**src/p2m_pkg.sv**
```systemverilog
// Contract
// - Gate and ASCII modes translate by fixed rules; host mode uses operator code and offset.
// - Priority read 0x20 and non-priority read 0x00 become read holding registers, function 3.
// - Priority write 0x1e becomes write multiple registers, function 16.
// - Non-priority write 0x02 with all-ones mask becomes function 16.
// - Non-priority write, count one, partial contiguous mask, becomes masked write, function 22.
// - Anything else is wrapped in function 17 with parameter byte 0x01.
// - Replies to wrapped queries use function 17 with parameter byte 0x02.
// - A function 17 frame with parameters is a wrapped peer command, not genuine.
// - Host, gate and ASCII ports answer wrapped peer messages with a wrapped error.
// - Network, multidrop, Ethernet and token-bus ports forward everything untouched.
// - Coils are read with function 1, written with 5 or 15; first coil 00001.
// - Discrete inputs in the 1XXXXX range are read with function 2.
// - Input registers in the 3XXXXX range are read with function 4.
// - Holding registers read with 3, written with 6 single or 16 multiple.
// - Masked write, function 22, is optional and may be rejected by targets.
// - Function 100 is a random read of holding registers.
// - Native non-priority random-access read is opcode 04.
// - Non-priority write changes only masked bits of the target register.
// - Priority write has no mask and overwrites whole registers.
// - In host mode the register address is remote address plus offset.
package p2m_pkg;

  // ****************************************
  // Modes, kinds, spaces
  // ****************************************
  typedef enum logic [1:0] {MODE_GATE, MODE_ASCII, MODE_HOST, MODE_NET} p2m_mode_t;
  typedef enum logic [2:0] {KIND_READ, KIND_WRITE_REGS, KIND_MASK_WRITE, KIND_ENCAP, KIND_RAW} p2m_kind_t;
  typedef enum logic [2:0] {SPACE_COIL, SPACE_DISC, SPACE_INREG, SPACE_HOLD, SPACE_NONE} p2m_space_t;

  // ****************************************
  // Peer opcodes
  // ****************************************
  localparam logic [7:0] OP_PRI_READ     = 8'h20;
  localparam logic [7:0] OP_NP_READ      = 8'h00;
  localparam logic [7:0] OP_NP_RAND_READ = 8'h04;
  localparam logic [7:0] OP_PRI_WRITE    = 8'h1e;
  localparam logic [7:0] OP_NP_WRITE     = 8'h02;
  localparam logic [7:0] OP_PRI_PRINT    = 8'h22;

  // ****************************************
  // Serial function codes
  // ****************************************
  localparam logic [7:0] FC_RD_COILS = 8'h01;
  localparam logic [7:0] FC_RD_DISC  = 8'h02;
  localparam logic [7:0] FC_RD_HOLD  = 8'h03;
  localparam logic [7:0] FC_RD_INREG = 8'h04;
  localparam logic [7:0] FC_WR_COIL  = 8'h05;
  localparam logic [7:0] FC_WR_REG   = 8'h06;
  localparam logic [7:0] FC_WR_COILS = 8'h0f;
  localparam logic [7:0] FC_WR_REGS  = 8'h10;
  localparam logic [7:0] FC_ENCAP    = 8'h11;
  localparam logic [7:0] FC_MASK_WR  = 8'h16;
  localparam logic [7:0] FC_RAND_RD  = 8'h64;

  // ****************************************
  // Wrapping and frame layout
  // ****************************************
  localparam logic [7:0]  ENC_QUERY = 8'h01;
  localparam logic [7:0]  ENC_REPLY = 8'h02;
  localparam logic [7:0]  ERR_CODE  = 8'he0;
  localparam logic [7:0]  ZERO_BYTE = 8'h00;
  localparam logic [7:0]  COUNT_ONE = 8'h01;
  localparam logic [15:0] MASK_ALL  = 16'hffff;
  localparam logic [15:0] BIAS_NONE = 16'h0000;
  localparam logic [2:0]  LEN_READ  = 3'h5;
  localparam logic [2:0]  LEN_WRITE = 3'h6;
  localparam logic [2:0]  LEN_MASK  = 3'h5;
  localparam logic [2:0]  LEN_ENCAP = 3'h3;
  localparam logic [2:0]  LEN_RAW   = 3'h1;
  localparam logic [2:0]  LEN_ERR   = 3'h3;
  localparam logic [2:0]  LEN_NONE  = 3'h0;
  localparam logic [2:0]  LEN_STEP  = 3'h1;

endpackage : p2m_pkg

```
**src/p2m_op_classify.sv**
```systemverilog
`timescale 1ns/1ps
module p2m_op_classify
  import p2m_pkg::*;
(
  input  wire logic [7:0]  opcode_i,
  input  wire logic [15:0] mask_i,
  input  wire logic [7:0]  count_i,
  input  wire p2m_mode_t   mode_i,
  input  wire logic        is_reply_i,
  output p2m_kind_t        kind_o,
  output logic             is_read_o,
  output logic             rand_read_o
);

  wire        ladder_peer_read  = (opcode_i == OP_PRI_READ);
  wire        np_read           = (opcode_i == OP_NP_READ);
  // Alarm shares the priority write opcode and travels the same way
  wire        ladder_peer_write = (opcode_i == OP_PRI_WRITE);
  wire        np_write          = (opcode_i == OP_NP_WRITE);
  wire [15:0] low_bit           = mask_i & (~mask_i + 16'h0001);
  wire [15:0] filled            = mask_i + low_bit;
  // One run of ones: adding the lowest set bit clears the whole run
  wire        contiguous        = (mask_i != 16'h0000) && ((filled & mask_i) == 16'h0000);
  wire        mask_full         = (mask_i == MASK_ALL);
  wire        mask_part         = !mask_full && contiguous && (count_i == COUNT_ONE);
  wire        any_read          = ladder_peer_read | np_read;
  wire        any_write         = ladder_peer_write | (np_write & mask_full);
  wire        is_net            = (mode_i == MODE_NET);

  assign kind_o      = is_net                 ? KIND_RAW :
                       is_reply_i             ? KIND_ENCAP :
                       any_read               ? KIND_READ :
                       any_write              ? KIND_WRITE_REGS :
                       (np_write & mask_part) ? KIND_MASK_WRITE :
                                                KIND_ENCAP;
  assign is_read_o   = any_read;
  assign rand_read_o = (opcode_i == OP_NP_RAND_READ);

endmodule : p2m_op_classify

```
**src/p2m_rx_check.sv**
```systemverilog
`timescale 1ns/1ps
module p2m_rx_check
  import p2m_pkg::*;
(
  input  wire logic [7:0] func_i,
  input  wire logic [7:0] param_cnt_i,
  input  wire logic [7:0] param0_i,
  input  wire p2m_mode_t  mode_i,
  output logic            encap_query_o,
  output logic            encap_reply_o,
  output logic            genuine_o,
  output logic            reject_o,
  output p2m_space_t      space_o,
  output logic            is_write_o,
  output logic            optional_o,
  output logic            rand_read_o
);

  wire is_encap_fc = (func_i == FC_ENCAP);
  wire has_params  = (param_cnt_i != ZERO_BYTE);
  wire wrapped     = is_encap_fc && has_params;
  wire serial_mode = (mode_i != MODE_NET);
  wire coil_fc     = (func_i == FC_RD_COILS) || (func_i == FC_WR_COIL) || (func_i == FC_WR_COILS);
  wire hold_fc     = (func_i == FC_RD_HOLD) || (func_i == FC_WR_REG) || (func_i == FC_WR_REGS) ||
                     (func_i == FC_MASK_WR) || (func_i == FC_RAND_RD);

  assign encap_query_o = wrapped && (param0_i == ENC_QUERY);
  assign encap_reply_o = wrapped && (param0_i == ENC_REPLY);
  assign genuine_o     = is_encap_fc && !has_params;
  // Serial translating ports never execute a wrapped command
  assign reject_o      = wrapped && serial_mode;
  assign space_o       = coil_fc                   ? SPACE_COIL :
                         (func_i == FC_RD_DISC)    ? SPACE_DISC :
                         (func_i == FC_RD_INREG)   ? SPACE_INREG :
                         hold_fc                   ? SPACE_HOLD :
                                                     SPACE_NONE;
  assign is_write_o    = (func_i == FC_WR_COIL) || (func_i == FC_WR_REG) || (func_i == FC_WR_COILS) ||
                         (func_i == FC_WR_REGS) || (func_i == FC_MASK_WR);
  assign optional_o    = (func_i == FC_MASK_WR);
  assign rand_read_o   = (func_i == FC_RAND_RD);

endmodule : p2m_rx_check

```
**src/p2m_translator.sv**
```systemverilog
`timescale 1ns/1ps
module p2m_translator
  import p2m_pkg::*;
(
  input  wire logic        clk_i,
  input  wire logic        sys_rst_i,
  input  wire p2m_mode_t   mode_i,
  input  wire logic [15:0] reg_bias_i,
  input  wire logic [7:0]  host_read_fc_i,
  input  wire logic [7:0]  host_write_fc_i,
  input  wire logic        req_valid_i,
  output logic             req_ready_o,
  input  wire logic [7:0]  req_opcode_i,
  input  wire logic [15:0] req_addr_i,
  input  wire logic [7:0]  req_count_i,
  input  wire logic [15:0] req_mask_i,
  input  wire logic        req_is_reply_i,
  input  wire logic        in_valid_i,
  output logic             in_ready_o,
  input  wire logic [7:0]  in_data_i,
  input  wire logic        in_last_i,
  output logic             out_valid_o,
  input  wire logic        out_ready_i,
  output logic [7:0]       out_data_o,
  output logic             out_last_o,
  output logic [7:0]       out_func_o,
  output p2m_kind_t        out_kind_o,
  output logic             out_rand_read_o,
  input  wire logic        rx_valid_i,
  input  wire logic [7:0]  rx_func_i,
  input  wire logic [7:0]  rx_param_cnt_i,
  input  wire logic [7:0]  rx_param0_i,
  output logic             rx_valid_o,
  output logic             rx_encap_query_o,
  output logic             rx_encap_reply_o,
  output logic             rx_genuine_o,
  output logic             rx_reject_o,
  output p2m_space_t       rx_space_o,
  output logic             rx_is_write_o,
  output logic             rx_optional_o,
  output logic             rx_rand_read_o,
  output logic             err_busy_o
);

  // ****************************************
  // Request classification
  // ****************************************
  p2m_kind_t kind_w;
  logic      is_read_w;
  logic      rand_read_w;

  p2m_op_classify u_classify (
    .opcode_i    (req_opcode_i),
    .mask_i      (req_mask_i),
    .count_i     (req_count_i),
    .mode_i      (mode_i),
    .is_reply_i  (req_is_reply_i),
    .kind_o      (kind_w),
    .is_read_o   (is_read_w),
    .rand_read_o (rand_read_w)
  );

  // ****************************************
  // Frame state
  // ****************************************
  typedef enum logic [1:0] {ST_IDLE, ST_HDR, ST_BODY} p2m_state_t;

  p2m_state_t state_q;
  p2m_state_t state_d;
  logic [63:0] hdr_q;
  logic [63:0] hdr_d;
  logic [2:0]  left_q;
  logic [2:0]  left_d;
  logic        body_q;
  logic        body_d;
  logic        out_valid_q;
  logic        out_valid_d;
  logic [7:0]  out_data_q;
  logic [7:0]  out_data_d;
  logic        out_last_q;
  logic        out_last_d;
  logic [7:0]  out_func_q;
  logic [7:0]  out_func_d;
  p2m_kind_t   out_kind_q;
  p2m_kind_t   out_kind_d;
  logic        rand_q;
  logic        rand_d;
  logic        err_pend_q;
  logic        err_pend_d;

  // ****************************************
  // Address and function selection
  // ****************************************
  wire        host_mode = (mode_i == MODE_HOST);
  // Gate and ASCII always run with a zero offset
  wire [15:0] bias_w    = host_mode ? reg_bias_i : BIAS_NONE;
  wire [15:0] addr_w    = req_addr_i + bias_w;
  wire [7:0]  addr_hi   = addr_w[15:8];
  wire [7:0]  addr_lo   = addr_w[7:0];
  wire [15:0] and_mask  = ~req_mask_i;
  wire [8:0]  byte_cnt9 = {req_count_i, 1'b0};
  // Byte count wraps above 127 registers; the serial side cannot carry more anyway
  wire [7:0]  byte_cnt  = byte_cnt9[7:0];
  wire [7:0]  encap_par = req_is_reply_i ? ENC_REPLY : ENC_QUERY;

  wire [7:0]  fc_read   = host_mode ? host_read_fc_i : FC_RD_HOLD;
  wire [7:0]  fc_write  = host_mode ? host_write_fc_i : FC_WR_REGS;
  wire [7:0]  fc_w      = (kind_w == KIND_READ)       ? fc_read :
                          (kind_w == KIND_WRITE_REGS) ? fc_write :
                          (kind_w == KIND_MASK_WRITE) ? FC_MASK_WR :
                          (kind_w == KIND_ENCAP)      ? FC_ENCAP :
                                                        req_opcode_i;

  // ****************************************
  // Header images, first byte in the top lane
  // ****************************************
  wire [63:0] img_read  = {fc_w, addr_hi, addr_lo, ZERO_BYTE, req_count_i, 24'h000000};
  wire [63:0] img_write = {fc_w, addr_hi, addr_lo, ZERO_BYTE, req_count_i, byte_cnt, 16'h0000};
  // Masked write: the AND mask keeps unselected bits, the payload supplies the OR value
  wire [63:0] img_mask  = {fc_w, addr_hi, addr_lo, and_mask[15:8], and_mask[7:0], 24'h000000};
  // The original opcode rides ahead of the untouched payload
  wire [63:0] img_encap = {FC_ENCAP, encap_par, req_opcode_i, 40'h0000000000};
  wire [63:0] img_raw   = {req_opcode_i, 56'h00000000000000};
  wire [63:0] img_err   = {FC_ENCAP, ENC_REPLY, ERR_CODE, 40'h0000000000};

  wire [63:0] img_w     = (kind_w == KIND_READ)       ? img_read :
                          (kind_w == KIND_WRITE_REGS) ? img_write :
                          (kind_w == KIND_MASK_WRITE) ? img_mask :
                          (kind_w == KIND_ENCAP)      ? img_encap :
                                                        img_raw;
  wire [2:0]  len_w     = (kind_w == KIND_READ)       ? LEN_READ :
                          (kind_w == KIND_WRITE_REGS) ? LEN_WRITE :
                          (kind_w == KIND_MASK_WRITE) ? LEN_MASK :
                          (kind_w == KIND_ENCAP)      ? LEN_ENCAP :
                                                        LEN_RAW;
  // Reads carry no data; a raw read on a transparent port still has its payload
  wire        body_w    = !((kind_w == KIND_READ) && !is_read_w) && (kind_w != KIND_READ);

  // ****************************************
  // Receive-side checks
  // ****************************************
  logic       rx_query_w;
  logic       rx_reply_w;
  logic       rx_genuine_w;
  logic       rx_reject_w;
  p2m_space_t rx_space_w;
  logic       rx_write_w;
  logic       rx_opt_w;
  logic       rx_rand_w;

  p2m_rx_check u_rx_check (
    .func_i        (rx_func_i),
    .param_cnt_i   (rx_param_cnt_i),
    .param0_i      (rx_param0_i),
    .mode_i        (mode_i),
    .encap_query_o (rx_query_w),
    .encap_reply_o (rx_reply_w),
    .genuine_o     (rx_genuine_w),
    .reject_o      (rx_reject_w),
    .space_o       (rx_space_w),
    .is_write_o    (rx_write_w),
    .optional_o    (rx_opt_w),
    .rand_read_o   (rx_rand_w)
  );

  logic       rx_valid_q;
  logic       rx_query_q;
  logic       rx_reply_q;
  logic       rx_genuine_q;
  logic       rx_reject_q;
  p2m_space_t rx_space_q;
  logic       rx_write_q;
  logic       rx_opt_q;
  logic       rx_rand_q;

  // ****************************************
  // Handshake decode
  // ****************************************
  wire out_free   = !out_valid_q || out_ready_i;
  wire idle       = (state_q == ST_IDLE);
  // A pending error answer goes out before any new request is taken
  wire take_err   = idle && err_pend_q;
  wire take_req   = idle && !err_pend_q && req_valid_i;
  wire hdr_step   = (state_q == ST_HDR) && out_free;
  wire hdr_end    = hdr_step && (left_q == LEN_STEP);
  wire body_step  = (state_q == ST_BODY) && out_free && in_valid_i;
  wire body_end   = body_step && in_last_i;
  wire err_event  = rx_valid_i && rx_reject_w;

  assign req_ready_o = idle && !err_pend_q;
  assign in_ready_o  = (state_q == ST_BODY) && out_free;

  // ****************************************
  // Next state
  // ****************************************
  always_comb
  begin
    state_d     = state_q;
    hdr_d       = hdr_q;
    left_d      = left_q;
    body_d      = body_q;
    out_valid_d = out_free ? 1'b0 : out_valid_q;
    out_data_d  = out_data_q;
    out_last_d  = out_last_q;
    out_func_d  = out_func_q;
    out_kind_d  = out_kind_q;
    rand_d      = rand_q;
    unique case (state_q)
      ST_IDLE:
      begin
        if (take_err)
        begin
          state_d    = ST_HDR;
          hdr_d      = img_err;
          left_d     = LEN_ERR;
          body_d     = 1'b0;
          out_func_d = FC_ENCAP;
          out_kind_d = KIND_ENCAP;
          rand_d     = 1'b0;
        end
        else if (take_req)
        begin
          state_d    = ST_HDR;
          hdr_d      = img_w;
          left_d     = len_w;
          body_d     = body_w;
          out_func_d = fc_w;
          out_kind_d = kind_w;
          rand_d     = rand_read_w;
        end
      end
      ST_HDR:
      begin
        if (hdr_step)
        begin
          out_valid_d = 1'b1;
          out_data_d  = hdr_q[63:56];
          out_last_d  = hdr_end && !body_q;
          hdr_d       = {hdr_q[55:0], ZERO_BYTE};
          left_d      = left_q - LEN_STEP;
          if (hdr_end)
          begin
            state_d = body_q ? ST_BODY : ST_IDLE;
          end
        end
      end
      ST_BODY:
      begin
        if (body_step)
        begin
          out_valid_d = 1'b1;
          out_data_d  = in_data_i;
          out_last_d  = in_last_i;
          if (body_end)
          begin
            state_d = ST_IDLE;
          end
        end
      end
    endcase
  end

  // Set wins over clear so an error arriving as the last one is taken is not lost
  assign err_pend_d = err_event ? 1'b1 : (take_err ? 1'b0 : err_pend_q);

  // ****************************************
  // Registers
  // ****************************************
  always_ff @(posedge clk_i)
  begin
    if (sys_rst_i)
    begin
      state_q     <= ST_IDLE;
      hdr_q       <= 64'h0000000000000000;
      left_q      <= LEN_NONE;
      body_q      <= 1'b0;
      out_valid_q <= 1'b0;
      out_data_q  <= 8'h00;
      out_last_q  <= 1'b0;
      out_func_q  <= 8'h00;
      out_kind_q  <= KIND_RAW;
      rand_q      <= 1'b0;
      err_pend_q  <= 1'b0;
    end
    else
    begin
      state_q     <= state_d;
      hdr_q       <= hdr_d;
      left_q      <= left_d;
      body_q      <= body_d;
      out_valid_q <= out_valid_d;
      out_data_q  <= out_data_d;
      out_last_q  <= out_last_d;
      out_func_q  <= out_func_d;
      out_kind_q  <= out_kind_d;
      rand_q      <= rand_d;
      err_pend_q  <= err_pend_d;
    end
  end

  always_ff @(posedge clk_i)
  begin
    if (sys_rst_i)
    begin
      rx_valid_q   <= 1'b0;
      rx_query_q   <= 1'b0;
      rx_reply_q   <= 1'b0;
      rx_genuine_q <= 1'b0;
      rx_reject_q  <= 1'b0;
      rx_space_q   <= SPACE_NONE;
      rx_write_q   <= 1'b0;
      rx_opt_q     <= 1'b0;
      rx_rand_q    <= 1'b0;
    end
    else
    begin
      rx_valid_q <= rx_valid_i;
      if (rx_valid_i)
      begin
        rx_query_q   <= rx_query_w;
        rx_reply_q   <= rx_reply_w;
        rx_genuine_q <= rx_genuine_w;
        rx_reject_q  <= rx_reject_w;
        rx_space_q   <= rx_space_w;
        rx_write_q   <= rx_write_w;
        rx_opt_q     <= rx_opt_w;
        rx_rand_q    <= rx_rand_w;
      end
    end
  end

  // ****************************************
  // Outputs
  // ****************************************
  assign out_valid_o      = out_valid_q;
  assign out_data_o       = out_data_q;
  assign out_last_o       = out_last_q;
  assign out_func_o       = out_func_q;
  assign out_kind_o       = out_kind_q;
  assign out_rand_read_o  = rand_q;
  assign rx_valid_o       = rx_valid_q;
  assign rx_encap_query_o = rx_query_q;
  assign rx_encap_reply_o = rx_reply_q;
  assign rx_genuine_o     = rx_genuine_q;
  assign rx_reject_o      = rx_reject_q;
  assign rx_space_o       = rx_space_q;
  assign rx_is_write_o    = rx_write_q;
  assign rx_optional_o    = rx_opt_q;
  assign rx_rand_read_o   = rx_rand_q;
  assign err_busy_o       = err_pend_q;

endmodule : p2m_translator

```
**config.mk**
```make
export PLATFORM = sky130hd
export DESIGN_NAME = p2m_translator
export DESIGN_NICKNAME = d
export VERILOG_FILES = /design/src/p2m_pkg.sv /design/src/p2m_op_classify.sv /design/src/p2m_rx_check.sv /design/src/p2m_translator.sv
export SDC_FILE = /design/constraint.sdc
export NUM_CORES = 1
export LEC_CHECK = 0
export BUFFER_PORTS_ARGS = -buffer_cell sky130_fd_sc_hd__buf_2
export CAP_MARGIN = 20
export CORE_ASPECT_RATIO = 0.7
export CORE_MARGIN = 5
export CORE_UTILIZATION = 53
export CTS_CLUSTER_SIZE = 16
export DETAILED_ROUTE_END_ITERATION = 16
export HOLD_SLACK_MARGIN = 0.15
export PLACE_DENSITY_LB_ADDON = 0.1
export SLEW_MARGIN = 20
export SYNTH_ARGS = -nofsm -noshare
export SYNTH_HDL_FRONTEND = slang
export SYNTH_SLANG_ARGS = --single-unit
```
**constraint.sdc**
```tcl
create_clock -name clk_i -period 3.2 [get_ports clk_i]
set_input_delay 0.32 -clock clk_i [delete_from_list [all_inputs] [get_ports clk_i]]
set_output_delay 0.32 -clock clk_i [all_outputs]
set_load 0.02 [all_outputs]
```
Word level (Yosys, flattened, before mapping)
Index checks and enable logic that the tools add are counted.

Logic and storage cells: 178. Register bits: 104. Output and inout bits: 36.

Mux-type cells: 61. Equality and inequality tests: 33. Bitwise gates (word level): 7. Add/subtract/negate cells: 4. Reductions and logical operators: 53.

Operators by type and width (count): two-way mux 64 bit (7); case mux 64 bit (2 select lines) (1); two-way mux 8 bit (10); two-way mux 3 bit (16); adder 16 bit (2); bitwise AND 16 bit (2); == test 8 x 2 -> 1 bit (second input constant) (4); == test 8 x 3 -> 1 bit (second input constant) (4); == test 8 x 5 -> 1 bit (second input constant) (4); == test 8 x 1 -> 1 bit (second input constant) (3); logical AND 1 bit (20); two-way mux 2 bit (9); adder 16 x 1 -> 16 bit (second input constant) (1); == test 16 bit (second input constant) (1); zero test 16 bit (1); two-way mux 16 bit (1); NOT 16 bit (1); case mux 8 bit (2 select lines) (1); nonzero test 16 bit (1); two-way mux 1 bit (12); logical OR 1 bit (11); inequality test 2 bit (second input constant) (5); == test 8 x 4 -> 1 bit (second input constant) (1); == test 8 x 6 -> 1 bit (second input constant) (1); other kinds (22) (39).

Logic depth before layout (Yosys ltp)
Word-level depth: 26. Gate-level depth with buffers: 14.

Hierarchy
Synthesis repeated with hierarchy kept, for this count alone.

Cells, all modules: 764. Area total of the unflattened synthesis: 5853.1 um2.

Modules (own cells, without submodules): p2m_translator (area each 4957.3 um2, cells each 624, sequential area each 1741.7 um2, instances 1); p2m_op_classify (area each 583.1 um2, cells each 94, sequential area each 0.0 um2, instances 1); p2m_rx_check (area each 312.8 um2, cells each 46, sequential area each 0.0 um2, instances 1).

Least setup slack after synthesis
No wires, ideal clock.

Path kind: input-to-reg. Start point: in mode_i[1]. End point: reg hdr_q[54]. Stages: 14. Buffers on the path: 1. Path slack: 382 ps. Arrival: 2697 ps. Required time: 3079 ps. Cell sequence: nor2b_1 -> clkbuf_1 -> and2_1 -> ha_1 -> fa_1 -> a21o_1 -> a21o_1 -> a21boi_0 -> o31a_1 -> a21oi_1 -> a21o_1 -> a21oi_1 -> xor2_1 -> o21ai_1.

Longest elaborated chain between the ends: 9. Elaborated cells between the ends (all ways): 14. Those cells by class: 1 x add/sub; 4 x eq/ne; 8 x mux; 1 x reduce/logical.

Ends and longest elaborated chain: start, declared (RTL line p2m_translator.sv:7) `input wire p2m_mode_t mode_i,`; == test 2 bit (on tied branches) (RTL line p2m_translator.sv:94, p2m_op_classify.sv:28); two-way mux 16 bit / two-way mux 3 bit (equally long branches) (RTL line p2m_translator.sv:96, p2m_op_classify.sv:30); adder 16 bit / == test 3 x 2 -> 1 bit (equally long branches) (RTL line p2m_translator.sv:97, p2m_translator.sv:128); two-way mux 64 bit (RTL line p2m_translator.sv:128) `(kind_w == KIND_MASK_WRITE) ? img_mask :`; two-way mux 64 bit (RTL line p2m_translator.sv:127) `(kind_w == KIND_WRITE_REGS) ? img_write :`; two-way mux 64 bit (*) (RTL line p2m_translator.sv:126) `wire [63:0] img_w = (kind_w == KIND_READ) ? img_read :`; two-way mux 64 bit (*) (RTL line p2m_translator.sv:221) `else if (take_req)`; two-way mux 64 bit (*) (RTL line p2m_translator.sv:211) `if (take_err)`; case mux 64 bit (2 select lines) (*) (RTL line p2m_translator.sv:208) `unique case (state_q)`; end signal, assigned (RTL line p2m_translator.sv:288) `hdr_q <= hdr_d;`; end, declared (RTL line p2m_translator.sv:70) `logic [63:0] hdr_q;`.

Mark *: on every way between the ends. The rest lies on a longest branch, timed or not. The select of a mux whose other input is x is not followed. A chain may end at the register's enable or synchronous reset.

Worst setup path after layout
Start point: in req_opcode_i[3]. End point: reg out_func_q[7] (netlist: out_func_o[7]).

Longest elaborated chain between the ends: 14. Elaborated cells between the ends (all ways): 23. Those cells by class: 6 x eq/ne; 11 x mux; 4 x bitwise; 2 x reduce/logical.

Ends and longest elaborated chain: start, declared (RTL line p2m_translator.sv:13) `input wire logic [7:0] req_opcode_i,`; == test 8 x 2 -> 1 bit (RTL line p2m_op_classify.sv:19) `wire np_write = (opcode_i == OP_NP_WRITE);`; bitwise AND 1 bit (on tied branches) (RTL line p2m_op_classify.sv:34, p2m_op_classify.sv:27); two-way mux 1 bit / OR 1 bit (equally long branches) (RTL line p2m_op_classify.sv:34, p2m_op_classify.sv:27); two-way mux 3 bit (RTL line p2m_op_classify.sv:33) `any_write ? KIND_WRITE_REGS :`; two-way mux 3 bit (*) (RTL line p2m_op_classify.sv:32) `any_read ? KIND_READ :`; two-way mux 3 bit (*) (RTL line p2m_op_classify.sv:31) `is_reply_i ? KIND_ENCAP :`; two-way mux 3 bit (*) (RTL line p2m_op_classify.sv:30) `assign kind_o = is_net ? KIND_RAW :`; == test 3 x 2 -> 1 bit (RTL line p2m_translator.sv:111) `(kind_w == KIND_ENCAP) ? FC_ENCAP :`; two-way mux 8 bit (RTL line p2m_translator.sv:111); two-way mux 8 bit (RTL line p2m_translator.sv:110) `(kind_w == KIND_MASK_WRITE) ? FC_MASK_WR :`; two-way mux 8 bit (RTL line p2m_translator.sv:109) `(kind_w == KIND_WRITE_REGS) ? fc_write :`; two-way mux 8 bit (*) (RTL line p2m_translator.sv:108) `wire [7:0] fc_w = (kind_w == KIND_READ) ? fc_read :`; two-way mux 8 bit (*) (RTL line p2m_translator.sv:221); two-way mux 8 bit (*) (RTL line p2m_translator.sv:211); end signal, assigned (RTL line p2m_translator.sv:294) `out_func_q <= out_func_d;`; end, declared (RTL line p2m_translator.sv:82) `logic [7:0] out_func_q;`.

Marks and branches as above.

==> reports/metrics.yaml <==
clock_tree:
  cts_tree: "yes"
  cts_hold_buf: 0
  cts.sinks: 87
  clk_latency_ns: 0.35
  cts_buffer_depth: 2
  cts.root.buffer_cell: "clkbuf_16"
  cts_made_buffers: 9
  cts_resized: 0
  cts_htree_levels: 3
  path_clk_slew_ns: 0.06
  postCtsSetupRepairBufs: 0
floorplan:
  fp.dieArea_um2: 12600
  ios: 158
  rows: 31
  initial_core_util_pct: 53.9
  die_y_um: 95.6
  core_um2: 10300
  die_x_um: 132
sta:
  tightest_slew_ns: 1.07
  slew_headroom_pct: 28.0
  period_needed_ns: 3.08
  setup_ws_ns: 0.121
  layout_worst_path_cycle_share_pct: 96.2
  max_freq_ghz: 0.325
  rsz0062_at_grt: "false"
  hold_viol: 0
  slew_violations: 0
  setup_viol: 0
  finalSetupTns_ns: 0
  finalClockSkew_ns: 0.00788
cells_and_area:
  mostFrequentLayoutCell: "buf_2"
  diodes: 0
  seq_area_um2: 1740
  final_util_pct: 67.4
  area_growth_pct: 25.1
  drive_gt1_share_pct: 26.2
  most-common-layout-cells: "buf_2 (157), dfxtp_1 (87), nor2_1 (64), a21oi_1 (62), o21ai_0 (44)"
  fin_nets: 999
  fillCellCount: 887
  multi_input_area_um2: 3600
route:
  ant_nets: 0
  first_pass_iters: 5
  drcViolationCount: 0
  wire_per_inst_um: 19.4
  wirelength_um: 19300
  drt-vias-per-instance: 6.34
  vias: 6292
  drt_iter0_drc: 570
yosys:
  yosys_most_used_dff: "dfxtp_1"
  synth_top_family_by_area: "compound AO/OA/AOI/OAI gates"
  synthCells: 696
  synth_fa_ha_area_share_pct: 4.88
  synth_edf_count: 0
  postSynth.asyncResetShare_pct: 0
  syn-num-nets: 839
  synth_area_per_cell_um2: 7.96
  synth-seq-cells: 87
  muxShareOfSynthArea_pct: 3.82
  syn-cell-area_um2: 5540
  synth_compound_area_share_pct: 28.9
  synth_xor_area_share_pct: 2.37
  synthSimpleGateAreaFrac_pct: 24.7
  synth_warnings: 0
  yosysSeqAreaShare_pct: 31.4
  synth.distinct_cells: 74
min_path:
  hp-start: "rx_param0_i[1]"
  min_to: "rx_encap_reply_o"
  holdPathStages: 3
  hold_class: "primary input to register"
setup_path:
  critical_path_class: "primary input to register"
  slowest_stage: "nor3_1"
  crit_required_ns: 3.42
  path_max_fanout: 7
  cpMostUsedCell: "nor3_1"
  r2r-start: "state_q[0]"
  end_kind: "register"
  rr_worst_depth: 9
  startpoint_type: "primary input"
  r2r_end: "hdr_q[56]"
  cp.arrival_ns: 3.30
  reg2reg_setup_slack_ns: 0.43
  path_cells: "buf_2 > nor3_1 > o311ai_0 > a311o_1 > a2111oi_2 > and4b_1 > buf_4 > nor2_4 > mux2_4 > a222oi_1 > nor3_1"
  slowest_delay_ns: 0.56
pwr:
  pwr-share-seq_pct: 35.7
  p_clk_share_pct: 29.6
  p_sw_share_pct: 36.8
  p_int_uw: 2410
  power_density_nw_per_um2: 551
  netSwitchingPower_uw: 1410
  pwr-share-comb_pct: 34.7
  leakage_uw: 0.00297
  ir_drop_v: 0.000313
global_routing:
  grt_pass1_vias: 5788
  grt_max_degree: 45
  track_usage_pct: 29.9
  grt_overflow: 0
  antenna_found_initial: 0
  grt_first_pass_wirelength_um: 30200
place:
  place_ws_ns: -0.161
  dp_hpwl_um: 14800
  gp_congestion: 0.977
  port_buffers: 157
flow_run:
  drv_cap: 0
outcome:
  status: "complete, no violations"
==> cell type report <==
class                      instances  share of cell area, %
multi-input combinational        553                   51.9
sequential                        87                   25.1
timing repair buffer             191                   15.2
clock buffer                       9                   3.25
tap                              132                   2.38
clock inverter                     6                   1.35
inverter                          14                  0.758
==> logic make-up after synthesis <==
logic type / after synthesis
compound gates: 240
xor+xnor: 15
simple gates: 258
fa+ha+maj: 21
mux: 19
buf+inv: 56
flops: 87
==> synthesized netlist by cell type (3+ instances only) <==
cell type  count  area (um2)
dfxtp_1       87        1740
nor2_1        64         240
a21oi_1       62         310
o21ai_0       44         220
nand2_1       39         146
clkbuf_1      38         143
and2_1        22         138
and3_1        21         131
ha_1          20         250
nand3_1       20         100
nor4_1        18         113
a221oi_1      16         140
nor3_1        16        80.1
mux2i_1       14         140
a211oi_1      13        97.6
a22oi_1       13        97.6
inv_1         13        48.8
a31oi_1       10        62.6
o22ai_1       10        62.6
nand2b_1       9        56.3
nand4_1        9        56.3
nor2b_1        9        56.3
xor2_1         9        78.8
o21a_1         8        60.1
or3_1          8        50.1
a2111oi_0      7        61.3
o21ai_1        7        35.0
a222oi_1       6        60.1
xnor2_1        6        52.6
a21o_1         5        37.5
a32oi_1        5        43.8
mux2_4         4        60.1
buf_1          3        11.3
o31ai_1        3        22.5
or2_2          3        18.8
==> critical path: cells and delay by family <==
family | cells | cell delay, ns
AO/OA/AOI/OAI | 4 | 1.37
AND/OR/NAND/NOR | 4 | 0.97
multiplexers | 1 | 0.35
buffers and inverters | 2 | 0.28
==> how the worst max path moves through the flow <==
stage                    startpoint             to  slack [ns]  depth (start not counted)
detailed placement  req_opcode_i[3]  out_func_o[7]       -0.16                         11
global placement    req_opcode_i[4]  out_func_o[7]       -0.10                         11
floorplan                 mode_i[1]      hdr_q[54]        0.38                         14
finish              req_opcode_i[3]  out_func_o[7]        0.12                         11
CTS                 req_opcode_i[3]  out_func_o[7]        0.21                         11
global route        req_opcode_i[3]  out_func_o[7]        0.08                         11
==> per-layer routing <==
| metal | part of all wire, % | wire (um) | up-vias | track usage [%] |
|---|---|---|---|---|
| met3 | 10 | 1990 | 29 | 9.07 |
| li1 | - | - | 2986 | - |
| met2 | 43 | 8220 | 298 | 45.0 |
| met5 | 0 | 0 | - | 0 |
| met1 | 46 | 8770 | 2979 | 42.0 |
| met4 | 1.4 | 265 | 0 | 7.63 |
==> power by group through the flow <==
stage / registers (uW) / clock network [uW] / logic, uW
2_1_floorplan: 1400 / 0 / 778
3_3_place_gp: 1380 / 0 / 1270
3_5_place_dp: 1380 / 0 / 1290
4_1_cts: 1360 / 1140 / 1300
5_1_grt: 1380 / 1190 / 1450
6_report: 1360 / 1130 / 1320
==> sequential cells by signal, indices dropped and copies added, names as in the netlist, 2 cells and up <==
| signal | cells |
|---|---|
| left_q | 3 |
| state_q | 2 |
| out_func_o | 8 |
| hdr_q | 47 |
| out_data_o | 8 |
| rx_space_o | 3 |
| out_kind_o | 3 |
==> stage by stage <==
| stage | hold slack [ns] | total power, uW | std cells | cell area, um2 |
|---|---|---|---|---|
| finish | 0.243 | 3820 | 992 | 6930 |
| global route | 0.268 | 4020 | 992 | 6930 |
| CTS | 0.244 | 3800 | 992 | 6930 |
| detailed placement | 0.445 | 2670 | 977 | 6610 |
| global placement | 0.440 | 2650 | 977 | 6610 |
| floorplan | 0.423 | 2170 | 696 | 5540 |
(Power assumes the default switching activity.)
